**config.mk**
```make
export PLATFORM = sky130hd
export DESIGN_NAME = rsm_cfg
export DESIGN_NICKNAME = d
export VERILOG_FILES = /design/src/design/rsm_pkg.sv /design/src/design/rsm_cfg.sv
export VERILOG_INCLUDE_DIRS = /design/src /design/src/design
export SDC_FILE = /design/constraint.sdc
export NUM_CORES = 1
export LEC_CHECK = 0
export ABC_AREA = 1
export BUFFER_PORTS_ARGS = -buffer_cell sky130_fd_sc_hd__clkbuf_2
export CORE_UTILIZATION = 64
export CTS_CLUSTER_SIZE = 14
export DETAILED_ROUTE_END_ITERATION = 8
export PLACE_DENSITY_LB_ADDON = 0.2
export RECOVER_POWER = 25
export SYNTH_ARGS = -nofsm -noshare
export SYNTH_HDL_FRONTEND = slang
export SYNTH_SLANG_ARGS = --single-unit
```
**constraint.sdc**
```tcl
create_clock -name clock -period 5 [get_ports clock]
set_input_delay 0.75 -clock clock [delete_from_list [all_inputs] [get_ports clock]]
set_output_delay 0.75 -clock clock [all_outputs]
set_load 0.1 [all_outputs]
```
**src/design/rsm_params.svh**
```systemverilog
// register offsets, field positions, reset values and timing counts
// assumes: included by the package and the design module by bare name
`ifndef RSM_PARAMS_SVH
`define RSM_PARAMS_SVH

// ****************************************************************
// register offsets (byte addresses on the plain register port)
// ****************************************************************
`define RSM_OFS_SLOT_INTERVAL   8'h25
`define RSM_OFS_AUX_SELECT      8'h26
`define RSM_OFS_PRESET_27       8'h27
`define RSM_OFS_FIFO_WARN       8'h29
`define RSM_OFS_COUNTDOWN_CFG   8'h2A
`define RSM_OFS_IRQ_STATUS      8'h40
`define RSM_OFS_IRQ_MASK        8'h41
`define RSM_OFS_RELOAD          8'h42
`define RSM_OFS_CONTROL         8'h43
`define RSM_OFS_COUNT_VALUE     8'h44

// ****************************************************************
// reset values
// ****************************************************************
`define RSM_RST_SLOT_INTERVAL   8'h00
`define RSM_RST_AUX_SELECT      8'h00
`define RSM_RST_FIFO_WARN       8'h08
`define RSM_RST_COUNTDOWN_CFG   8'h07
`define RSM_RST_RELOAD          8'h0A
`define RSM_RST_IRQ_MASK        8'h00

// ****************************************************************
// field positions
// ****************************************************************
`define RSM_AUX_SEL_LSB         0
`define RSM_AUX_SEL_MSB         2
`define RSM_AUX_SLOT_TOP_BIT    4
`define RSM_WARN_LSB            0
`define RSM_WARN_MSB            5
`define RSM_CFG_EXP_LSB         0
`define RSM_CFG_EXP_MSB         4
`define RSM_CFG_AUTO_BIT        5
`define RSM_IRQ_EXPIRED_BIT     0
`define RSM_IRQ_SLOT_BIT        1
`define RSM_CTRL_START_BIT      0
`define RSM_CTRL_STOP_BIT       1

// ****************************************************************
// timing: carrier rate made from the system clock by an accumulator
// ****************************************************************
`define RSM_CLOCK_KHZ           100000
`define RSM_CARRIER_KHZ         13560
`define RSM_EXP_MAX             5'd21
`define RSM_FIFO_DEPTH          7'd64
`define RSM_SLOT_UNIT_CARRIER   128

`endif

```
**src/design/rsm_pkg.sv**
```systemverilog
// types shared by the slot, aux-output, fifo-flag and countdown logic
// assumes: rsm_params.svh on the include path
`include "rsm_params.svh"

package rsm_pkg;

  // slot interval sequencer
  typedef enum logic [1:0]
  {
    RSM_SLOT_IDLE = 2'b00,  // no frame pending
    RSM_SLOT_WAIT = 2'b01   // counting toward the next automatic frame
  } rsm_slot_e;

  // frame events from the transmitter, same clock domain
  typedef struct packed
  {
    logic tx_begin;    // first bit of a command frame leaves
    logic tx_end;      // command frame transmission complete
    logic quit_frame;  // next automatic frame is a quit frame
  } rsm_frame_s;

  // candidate sources for the auxiliary pin, same clock domain
  typedef struct packed
  {
    logic miller_env;     // modulation envelope, miller coded
    logic serial_data;    // serial stream before miller coding
    logic carrier_demod;  // energy carrier demodulator output
    logic subcarr_demod;  // subcarrier demodulator, manchester coded
    logic type_a_106;     // link is type a at 106 kbd
  } rsm_aux_src_s;

  // plain register port request
  typedef struct packed
  {
    logic [7:0] addr;
    logic [7:0] wdata;
    logic       wr;
    logic       rd;
  } rsm_bus_s;

  // all state of the block
  typedef struct packed
  {
    logic [7:0] slot_interval;
    logic       slot_interval_top_bit;
    logic [2:0] aux_output_source;
    logic [7:0] preset_slot_twenty_seven;
    logic [5:0] fifo_warn_threshold;
    logic       countdown_auto_reload;
    logic [4:0] countdown_divider_exponent;
    logic [7:0] countdown_reload_value;
    logic [1:0] irq_status;
    logic [1:0] irq_mask;
    logic [7:0] rd_data;
    logic       aux_output_pin;
    logic       fifo_nearly_full_flag;
    logic       fifo_nearly_empty_flag;
    logic [16:0] carrier_acc;
    logic [20:0] prescale_cnt;
    logic [7:0] count_value;
    logic       count_run;
    rsm_slot_e  slot_state;
    logic [8:0] slot_cnt;
    logic [6:0] slot_unit_cnt;
    logic       slot_from_begin;
    logic       auto_send;
  } rsm_state_s;

endpackage

```
**src/design/rsm_cfg.sv**
```systemverilog
// configuration bank of the reader: slot interval, aux pin source,
// fifo warning level and countdown clock with its countdown engine
// assumes: single 100 MHz clock, synchronous active-high reset, all
// event and source inputs come from logic on the same clock
//
// How it works
// - slot interval spaces automatically sent frames
// - slot timing starts at command transmission end
// - quit frame timing references command frame start
// - aux bit 4 is slot interval top bit
// - selector 000 low, 001 high, 11x reserved
// - 010 miller envelope, 011 pre-miller serial data
// - 100/101 demodulator outputs, type a 106 only
// - nearly full when free space at or below threshold
// - nearly empty when entries at or below threshold
// - auto reload restarts countdown at expiry
// - otherwise stop at zero, set expired flag
// - tick is carrier divided by two to exponent, exponent clamped at 21
// - start loads reload value; zero never starts
`include "rsm_params.svh"
`timescale 1ns/1ps
`default_nettype none

module rsm_cfg
(
  input  wire logic                  clock,
  input  wire logic                  rst,
  input  wire rsm_pkg::rsm_bus_s     bus,
  output logic [7:0]                 rd_data,
  input  wire rsm_pkg::rsm_frame_s   frame,
  input  wire rsm_pkg::rsm_aux_src_s aux_src,
  input  wire logic [6:0]            fifo_count,
  input  wire logic                  count_start,
  input  wire logic                  count_stop,
  output logic                       aux_output_pin,
  output logic                       fifo_nearly_full_flag,
  output logic                       fifo_nearly_empty_flag,
  output logic                       countdown_expired_flag,
  output logic                       auto_send,
  output logic [7:0]                 preset_value,
  output logic                       irq
);

  // ****************************************************************
  // state and reset image
  // ****************************************************************
  rsm_pkg::rsm_state_s s;       // registered state
  rsm_pkg::rsm_state_s next_s;  // next state

  // reset image; preset field is ignored on reset
  localparam rsm_pkg::rsm_state_s RST_S = '{
    slot_interval:              `RSM_RST_SLOT_INTERVAL,
    slot_interval_top_bit:      1'b0,
    aux_output_source:          3'h0,
    preset_slot_twenty_seven:   8'h00,
    fifo_warn_threshold:        6'h08,
    countdown_auto_reload:      1'b0,
    countdown_divider_exponent: 5'h07,
    countdown_reload_value:     `RSM_RST_RELOAD,
    irq_status:                 2'h0,
    irq_mask:                   2'h0,
    rd_data:                    8'h00,
    aux_output_pin:             1'b0,
    fifo_nearly_full_flag:      1'b0,
    fifo_nearly_empty_flag:     1'b0,
    carrier_acc:                17'h0_0000,
    prescale_cnt:               21'h00_0000,
    count_value:                8'h00,
    count_run:                  1'b0,
    slot_state:                 rsm_pkg::RSM_SLOT_IDLE,
    slot_cnt:                   9'h000,
    slot_unit_cnt:              7'h00,
    slot_from_begin:            1'b0,
    auto_send:                  1'b0
  };

  // ****************************************************************
  // derived constants
  // ****************************************************************
  localparam logic [16:0] CLK_K = 17'(`RSM_CLOCK_KHZ);
  localparam logic [16:0] CAR_K = 17'(`RSM_CARRIER_KHZ);
  localparam logic [6:0]  SLOT_UNIT_LAST =
    7'(`RSM_SLOT_UNIT_CARRIER - 1);

  // ****************************************************************
  // combinational helpers
  // ****************************************************************
  logic [17:0] acc_sum;       // accumulator sum, one bit wider
  logic        carrier_tick;  // one pulse per 13.56 MHz period
  logic [4:0]  exp_eff;       // clamped prescaler exponent
  logic [20:0] exp_mask;      // low bits that must be all ones
  logic        count_tick;    // countdown clock enable
  logic [8:0]  slot_target;   // nine-bit slot interval
  logic [6:0]  free_space;    // free fifo entries
  logic [1:0]  irq_events;    // events setting sticky status
  logic        start_ok;      // start request with nonzero reload
  logic        slot_unit_end; // one slot interval unit elapsed

  // carrier enable from a fractional accumulator: no second clock,
  // jitter of one system cycle is the price
  always_comb
  begin
    acc_sum      = {1'b0, s.carrier_acc} + {1'b0, CAR_K};
    carrier_tick = (acc_sum >= {1'b0, CLK_K});
  end

  // prescaler: tick whenever the low exponent bits wrap
  always_comb
  begin
    exp_eff = (s.countdown_divider_exponent > `RSM_EXP_MAX)
            ? `RSM_EXP_MAX
            : s.countdown_divider_exponent;
    exp_mask   = (21'h00_0001 << exp_eff) - 21'h00_0001;
    count_tick = carrier_tick
              && ((s.prescale_cnt & exp_mask) == exp_mask);
  end

  // misc helpers
  always_comb
  begin
    slot_target = {s.slot_interval_top_bit, s.slot_interval};
    free_space  = `RSM_FIFO_DEPTH - fifo_count;
    start_ok    = count_start && (s.countdown_reload_value != 8'h00);
    slot_unit_end = carrier_tick && (s.slot_unit_cnt == SLOT_UNIT_LAST);
  end

  // ****************************************************************
  // next state
  // ****************************************************************
  // one process holds every register update so priorities stay in
  // one place: bus writes, then engines, then sticky flags
  always_comb
  begin
    next_s     = s;
    irq_events = 2'b00;

    // register writes; reserved bits are not stored and read as zero,
    // so a host that breaks the fixed values changes nothing
    if (bus.wr)
    begin
      case (bus.addr)
        `RSM_OFS_SLOT_INTERVAL:
          next_s.slot_interval = bus.wdata;
        `RSM_OFS_AUX_SELECT:
        begin
          next_s.slot_interval_top_bit =
            bus.wdata[`RSM_AUX_SLOT_TOP_BIT];
          next_s.aux_output_source =
            bus.wdata[`RSM_AUX_SEL_MSB:`RSM_AUX_SEL_LSB];
        end
        `RSM_OFS_PRESET_27:
          next_s.preset_slot_twenty_seven = bus.wdata;
        `RSM_OFS_FIFO_WARN:
          next_s.fifo_warn_threshold =
            bus.wdata[`RSM_WARN_MSB:`RSM_WARN_LSB];
        `RSM_OFS_COUNTDOWN_CFG:
        begin
          next_s.countdown_auto_reload =
            bus.wdata[`RSM_CFG_AUTO_BIT];
          next_s.countdown_divider_exponent =
            bus.wdata[`RSM_CFG_EXP_MSB:`RSM_CFG_EXP_LSB];
        end
        `RSM_OFS_IRQ_MASK:
          next_s.irq_mask = bus.wdata[1:0];
        `RSM_OFS_RELOAD:
          next_s.countdown_reload_value = bus.wdata;
        default:
          next_s.irq_mask = next_s.irq_mask; // unmapped: ignored
      endcase
    end

    // read data, valid the cycle after the read strobe only
    next_s.rd_data = 8'h00;
    if (bus.rd)
    begin
      case (bus.addr)
        `RSM_OFS_SLOT_INTERVAL:
          next_s.rd_data = s.slot_interval;
        `RSM_OFS_AUX_SELECT:
          next_s.rd_data = {3'b000, s.slot_interval_top_bit, 1'b0,
                            s.aux_output_source};
        `RSM_OFS_FIFO_WARN:
          next_s.rd_data = {2'b00, s.fifo_warn_threshold};
        `RSM_OFS_COUNTDOWN_CFG:
          next_s.rd_data = {2'b00, s.countdown_auto_reload,
                            s.countdown_divider_exponent};
        `RSM_OFS_IRQ_STATUS:
          next_s.rd_data = {6'h00, s.irq_status};
        `RSM_OFS_IRQ_MASK:
          next_s.rd_data = {6'h00, s.irq_mask};
        `RSM_OFS_RELOAD:
          next_s.rd_data = s.countdown_reload_value;
        `RSM_OFS_CONTROL:
          next_s.rd_data = {7'h00, s.count_run};
        `RSM_OFS_COUNT_VALUE:
          next_s.rd_data = s.count_value;
        default:
          next_s.rd_data = 8'h00; // write-only preset and holes
      endcase
    end

    // carrier accumulator and free-running prescale counter
    next_s.carrier_acc = carrier_tick
      ? 17'(acc_sum - {1'b0, CLK_K}) : acc_sum[16:0];
    if (carrier_tick)
      next_s.prescale_cnt = s.prescale_cnt + 21'h00_0001;

    // countdown engine; a software start/stop via the control
    // register behaves like the pins
    if ((count_stop
        || (bus.wr && bus.addr == `RSM_OFS_CONTROL
            && bus.wdata[`RSM_CTRL_STOP_BIT])))
      next_s.count_run = 1'b0;
    else if ((start_ok
        || (bus.wr && bus.addr == `RSM_OFS_CONTROL
            && bus.wdata[`RSM_CTRL_START_BIT]))
        && s.countdown_reload_value != 8'h00)
    begin
      next_s.count_value = s.countdown_reload_value;
      next_s.count_run   = 1'b1;
      next_s.prescale_cnt = 21'h00_0000; // whole first tick period
    end
    else if (s.count_run && count_tick)
    begin
      if (s.count_value > 8'h01)
        next_s.count_value = s.count_value - 8'h01;
      else if (s.countdown_auto_reload)
        next_s.count_value = s.countdown_reload_value;
      else
      begin
        next_s.count_value = 8'h00;
        next_s.count_run   = 1'b0;
        irq_events[`RSM_IRQ_EXPIRED_BIT] = 1'b1;
      end
    end

    // slot interval sequencer; an interval of zero sends nothing
    next_s.auto_send = 1'b0;
    if (carrier_tick)
      next_s.slot_unit_cnt = s.slot_unit_cnt + 7'h01;
    if (frame.tx_begin)
      next_s.slot_from_begin = frame.quit_frame;
    case (s.slot_state)
      rsm_pkg::RSM_SLOT_IDLE:
      begin
        // quit frames count from the frame start, others from its end
        if ((frame.tx_begin && frame.quit_frame)
            || (frame.tx_end && !s.slot_from_begin))
        begin
          if (slot_target != 9'h000)
          begin
            next_s.slot_state    = rsm_pkg::RSM_SLOT_WAIT;
            next_s.slot_cnt      = 9'h000;
            next_s.slot_unit_cnt = 7'h00;
          end
        end
      end
      rsm_pkg::RSM_SLOT_WAIT:
      begin
        if (slot_unit_end)
        begin
          if (s.slot_cnt + 9'h001 >= slot_target)
          begin
            next_s.auto_send  = 1'b1;
            next_s.slot_state = rsm_pkg::RSM_SLOT_IDLE;
            next_s.slot_from_begin = 1'b0;
            irq_events[`RSM_IRQ_SLOT_BIT] = 1'b1;
          end
          else
            next_s.slot_cnt = s.slot_cnt + 9'h001;
        end
      end
      default:
        next_s.slot_state = rsm_pkg::RSM_SLOT_IDLE;
    endcase

    // aux pin mux; demodulator sources are meaningful only for
    // type a at 106 kbd, so they are held low otherwise
    case (s.aux_output_source)
      3'b000: next_s.aux_output_pin = 1'b0;
      3'b001: next_s.aux_output_pin = 1'b1;
      3'b010: next_s.aux_output_pin = aux_src.miller_env;
      3'b011: next_s.aux_output_pin = aux_src.serial_data;
      3'b100: next_s.aux_output_pin =
                aux_src.carrier_demod && aux_src.type_a_106;
      3'b101: next_s.aux_output_pin =
                aux_src.subcarr_demod && aux_src.type_a_106;
      default: next_s.aux_output_pin = 1'b0;
    endcase

    // fifo warning flags against the shared threshold
    next_s.fifo_nearly_full_flag =
      (free_space <= {1'b0, s.fifo_warn_threshold});
    next_s.fifo_nearly_empty_flag =
      (fifo_count <= {1'b0, s.fifo_warn_threshold});

    // sticky status: a status read clears, a new event wins
    if (bus.rd && bus.addr == `RSM_OFS_IRQ_STATUS)
      next_s.irq_status = 2'b00;
    next_s.irq_status = next_s.irq_status | irq_events;
  end

  // ****************************************************************
  // state register
  // ****************************************************************
  // the preset register has no defined reset value, so it alone
  // keeps loading through reset
  always_ff @(posedge clock)
  begin
    if (rst)
    begin
      s <= RST_S;
      s.preset_slot_twenty_seven <= next_s.preset_slot_twenty_seven;
    end
    else
      s <= next_s;
  end

  // ****************************************************************
  // outputs
  // ****************************************************************
  assign rd_data                = s.rd_data;
  assign aux_output_pin         = s.aux_output_pin;
  assign fifo_nearly_full_flag  = s.fifo_nearly_full_flag;
  assign fifo_nearly_empty_flag = s.fifo_nearly_empty_flag;
  assign countdown_expired_flag = s.irq_status[`RSM_IRQ_EXPIRED_BIT];
  assign auto_send              = s.auto_send;
  assign preset_value           = s.preset_slot_twenty_seven;
  assign irq                    = |(s.irq_status & s.irq_mask);

endmodule

`default_nettype wire

```
== After elaboration in Yosys (flattened, before gate mapping) ==
Index checks and enable logic that the tools add are counted.
Storage, ports and cells
  bits in registers: 122
  bits of input ports: 37
  output and inout port bits: 22
  word-level logic and storage cells: 148
Cells by class
  add/sub/neg operators: 8
  $lt $le $gt $ge: 6
  equal/unequal tests: 25
  shift operators: 1
  muxes and demuxes: 42
  bitwise gates (word level): 7
  reduce and logical (&&, ||, !) cells: 36
Operators by type and width (number)
  8-bit case mux with 9 select lines: 1
  21-bit 2-to-1 mux: 2
  8-bit by 6-bit equality test with 1-bit output, second input constant: 5
  8-bit by 7-bit equality test with 1-bit output, second input constant: 5
  40-bit 2-to-1 mux: 1
  8-bit 2-to-1 mux: 5
  18-bit 2-to-1 mux: 2
  29-bit 2-to-1 mux: 1
  9-bit 2-to-1 mux: 3
  21-bit by 1-bit adder with 21-bit output, second input constant: 1
  21-bit AND: 1
  21-bit equality test: 1
  1-bit by 5-bit << shifter with 21-bit output, first input constant: 1
  21-bit by 1-bit subtractor with 21-bit output, second input constant: 1
  17-bit by 14-bit adder with 18-bit output, second input constant: 1
  18-bit by 17-bit >= comparator with 1-bit output, second input constant: 1
  9-bit case mux with 2 select lines: 1
  17-bit 2-to-1 mux: 1
  17-bit subtractor, second input constant: 1
  7-bit by 6-bit <= comparator with 1-bit output: 2
  7-bit 2-to-1 mux: 2
  2-bit AND reduction: 7
  1-bit logical AND: 13
  6-bit 2-to-1 mux: 2
  other kinds (35): 64

== Logic depth before layout (Yosys ltp) ==
  depth after elaboration: 12
  gate-level depth with buffers: 24
  depth with buffers taken out: 22

== Worst setup path before layout ==
OpenSTA, ideal clock, no wires.
  path kind: register to output
  from: register s (netlist bit countdown_expired_flag)
  to: output irq
  data arrival time: 2.552 ns
  data required time: 4.250 ns
  setup slack: 1.698 ns
  stages on the path, launching flop included: 3
  path buffers: 0
  cells stage by stage: dfxtp_1 > inv_1 > o22ai_1
On the way
  cells in the longest elaborated chain, start to end: 2
RTL lines
  from (decl): line rsm_cfg.sv:47  | rsm_pkg::rsm_state_s s;
  from (signal assigned): line rsm_cfg.sv:316  | s <= next_s;
  2-bit AND: line rsm_cfg.sv:329  | assign irq = |(s.irq_status & s.irq_mask);
  2-bit OR reduction: line rsm_cfg.sv:329
  to (decl): line rsm_cfg.sv:41  | output logic irq
No other way between the ends.

==> results.sh <==
export IMPL_syn_num_nets=1105
export IMPL_synth_async_reset_ratio_pct=0
export IMPL_postRouteAntennaNets=0
export IMPL_worstPathMaxFanout=28
export IMPL_critPathKind="input port to register"
export IMPL_crit_slowest_cell="clkbuf_1"
export IMPL_use_met1_pct=41.51
export IMPL_chipWidth_um=109.4
export IMPL_cap_viol_max_count=0
export IMPL_io_pins=59
export IMPL_clock_sinks=118
export IMPL_min_period_ns=3.072
export IMPL_gp_congestion=1.016
export IMPL_drt_wirelength_per_cell_um=15.84
export IMPL_rsz0062_at_grt="false"
export IMPL_grt_util_met3_pct=8.239
export IMPL_skew_ns=0.006772
export IMPL_dpl_worst_slack_ns=1.991
export IMPL_cts_root_buf="clkbuf_16"
export IMPL_dpl_cell_area_um2=7595
export IMPL_grt_remaining_overflow=0
export IMPL_grt_max_degree=43
export IMPL_die_area_um2=11960
export IMPL_p_total_mw=2.698
export IMPL_whs_ns=0.4600
export IMPL_end_kind="register"
export IMPL_wl_mm=19.48
export IMPL_hold_violations=0
export IMPL_nFillCells=872
export IMPL_antenna_cells=0
export IMPL_setup_slack_ns=1.928
export IMPL_start_util_pct=66.88
export IMPL_first_iter_violations=751
export IMPL_cts_buffer_depth=2
export IMPL_syn_inst=1037
export IMPL_cts_tree="done"
export IMPL_yosysWarnings=0
export IMPL_clk_latency_ns=0.42
export IMPL_cts_buffers=17
export IMPL_period_share_pct=61.44
export IMPL_dp_final_hpwl_mm=14.05
export IMPL_drive_gt1_share_pct=11.47
export IMPL_slowest_delay_ns=0.99
export IMPL_busiest_layer="met2"
export IMPL_fmax_mhz=325.5
export IMPL_cp_cell_sequence="clkbuf_1 > inv_1 > nand2_2 > o21bai_1 > nor2_1"
export IMPL_portBuffers=58
export IMPL_cts_setup_buffers=0
export IMPL_ctsHoldBuffers=0
export IMPL_layout_nets=1145
export IMPL_track_usage_pct=34.87
export IMPL_final_max_slew_violation_count=0
export IMPL_cts_resized=0
export IMPL_num_rows=38
export IMPL_grt_pass1_vias=6906
export IMPL_die_h_um=109.4
export IMPL_clkSlewWorstSetupHoldPaths_ns=0.05
export IMPL_netlist_area_um2=7377
export IMPL_seq_area_frac_synth_pct=33.11
export IMPL_worstHoldPathType="register to register"
export IMPL_antenna_found_initial=0
export IMPL_synth_edff_count=8
export IMPL_avgSynthCellArea_um2=7.114
export IMPL_arrival_ns=3.39
export IMPL_startpoint_type="input port"
export IMPL_drt_drc_violations_left=0
export IMPL_max_vdd_ir_drop_mv=0.2849
export IMPL_status="finished clean"
export IMPL_leakage_nw=3.356
export IMPL_dr_pass1_iters=6
export IMPL_synth_seq_cells=118
export IMPL_synthFlopType="dfxtp_1"
export IMPL_final_area_um2=8187
export IMPL_viasPerCell=5.852
export IMPL_grt_pass1_wl_mm=31.98
export IMPL_cts_htree_levels=4
export IMPL_power_density_nw_per_um2=329.6
export IMPL_worst_slew_pin_slew_ns=1.392
export IMPL_crit_family="buffers and inverters"
export IMPL_crit_required_ns=5.31
export IMPL_via_count=7198
export IMPL_cp_buffers_inverters=2
export IMPL_relSlewSlack_pct=7.229
export IMPL_area_growth_pct=10.97
export IMPL_setup_viol=0
export IMPL_yosysUniqueCellTypes=59
export IMPL_globalRouteMet2Util_pct=58.81
export IMPL_tns_ns=0
export IMPL_core_um2=11030
[per-layer routing]
layer	up-vias	wire length, um
met5	-	0
met4	0	746
met3	66	1519
met2	342	9113
met1	3238	8103
li1	3552	-
[cell families after synthesis]
family	synth area share (%)
DFF	33.11
AOI/OAI and AO/OA	16.47
xor gates and xnor gates	4.274
adders and majority gates	5.258
and+or+nand+nor	29.26
buffers and inverters	11.63
[synthesized netlist by cell type, types with 6 or more instances]
cell type / instances / area share [%]
inv_2: 12 / 0.61
ha_1: 31 / 5.3
edfxtp_1: 8 / 3.3
dfxtp_1: 110 / 30
a211oi_1: 13 / 1.3
clkbuf_1: 8 / 0.41
nand2_1: 138 / 7.0
nor2_1: 123 / 6.3
xnor2_1: 7 / 0.83
buf_4: 18 / 1.8
nand2_4: 6 / 0.92
nand4_1: 34 / 2.9
o22ai_1: 19 / 1.6
o21ai_0: 60 / 4.1
nor2_2: 8 / 0.68
nor3_1: 35 / 2.4
xor2_1: 29 / 3.4
buf_2: 8 / 0.54
nand2_2: 10 / 0.85
nor2_4: 6 / 0.92
a21oi_1: 80 / 5.4
nand3_1: 64 / 4.3
inv_1: 142 / 7.2
[layout make-up]
| cell class | count | area (um^2) | area share [%] |
|---|---|---|---|
| Clock buffer | 21 | 481.7 | 5.884 |
| Sequential cell | 118 | 2442 | 29.83 |
| Multi-Input combinational cell | 722 | 4076 | 49.79 |
| Timing Repair Buffer | 60 | 270.3 | 3.301 |
| Tap cell | 140 | 175.2 | 2.140 |
| Inverter | 158 | 595.6 | 7.275 |
| Clock inverter | 11 | 145.1 | 1.773 |
[placed cells by master, fill, tap and decap left out, types with 5 or more instances in the layout]
cell and instances:
a21oi_1 80, clkbuf_2 33, o21ai_1 5, clkbuf_16 18, nor3_1 35, inv_1 142
dfxtp_1 110, nor2_1 123, nand3_1 64, inv_2 12, a211oi_1 13, xnor2_1 7
nor2_4 6, nand3b_1 5, o22ai_1 19, nand2_2 10, nor2_2 8, nand2_1 138
edfxtp_1 8, ha_1 31, nand2_4 6, xor2_1 29, clkbuf_1 27, o21ai_0 60
nand4_1 34
[power breakdown]
group,leakage [nW],internal [mW],switching (mW),total (mW)
Clock,0.297,0.837,0.437,1.27
Sequential,0.964,0.990,0.0362,1.03
Combinational,2.10,0.126,0.271,0.397
[through the flow]
step	std cells	utilization (%)
5_1_grt	1230	74.22
6_report	1230	74.22
4_1_cts	1230	74.53
3_5_place_dp	1198	68.85
2_1_floorplan	1037	-
3_3_place_gp	1198	68.85
[sequential cells by signal, summed over array words and instances (netlist names)]
name                    count
auto_send                   1
preset_value                8
fifo_nearly_full_flag       1
fifo_nearly_empty_flag      1
aux_output_pin              1
s                          97
countdown_expired_flag      1
rd_data                     8
[worst paths after layout]
check / from / end / slack, ns / depth (start not counted)
setup / recovery: rst / s[36] / 1.93 / 5
hold / removal: s[7] / s[7] / 0.46 / 2
setup reg to reg: s[91] / s[25] / 1.95 / 20
hold reg to reg: s[7] / s[7] / 0.46 / 2
[worst register-to-register path, cell delays in order, from the launching register on]
cell and delay (ns):
dfxtp_1 0.66, nand2_1 0.20, nand2_4 0.11, nand2_4 0.08, nand2_2 0.11, inv_2 0.05
nand3_1 0.08, ha_1 0.20, nand2_1 0.10, nor2_1 0.23, nand4_1 0.12, nand3_1 0.11
nand2_1 0.05, nor2_1 0.14, nand3_2 0.10, nor2_4 0.15, nand3_4 0.11, nand2_4 0.10
nand3_1 0.08, nand2_1 0.08, nor2_1 0.06
Note: power is estimated with default switching activity, not from simulation.
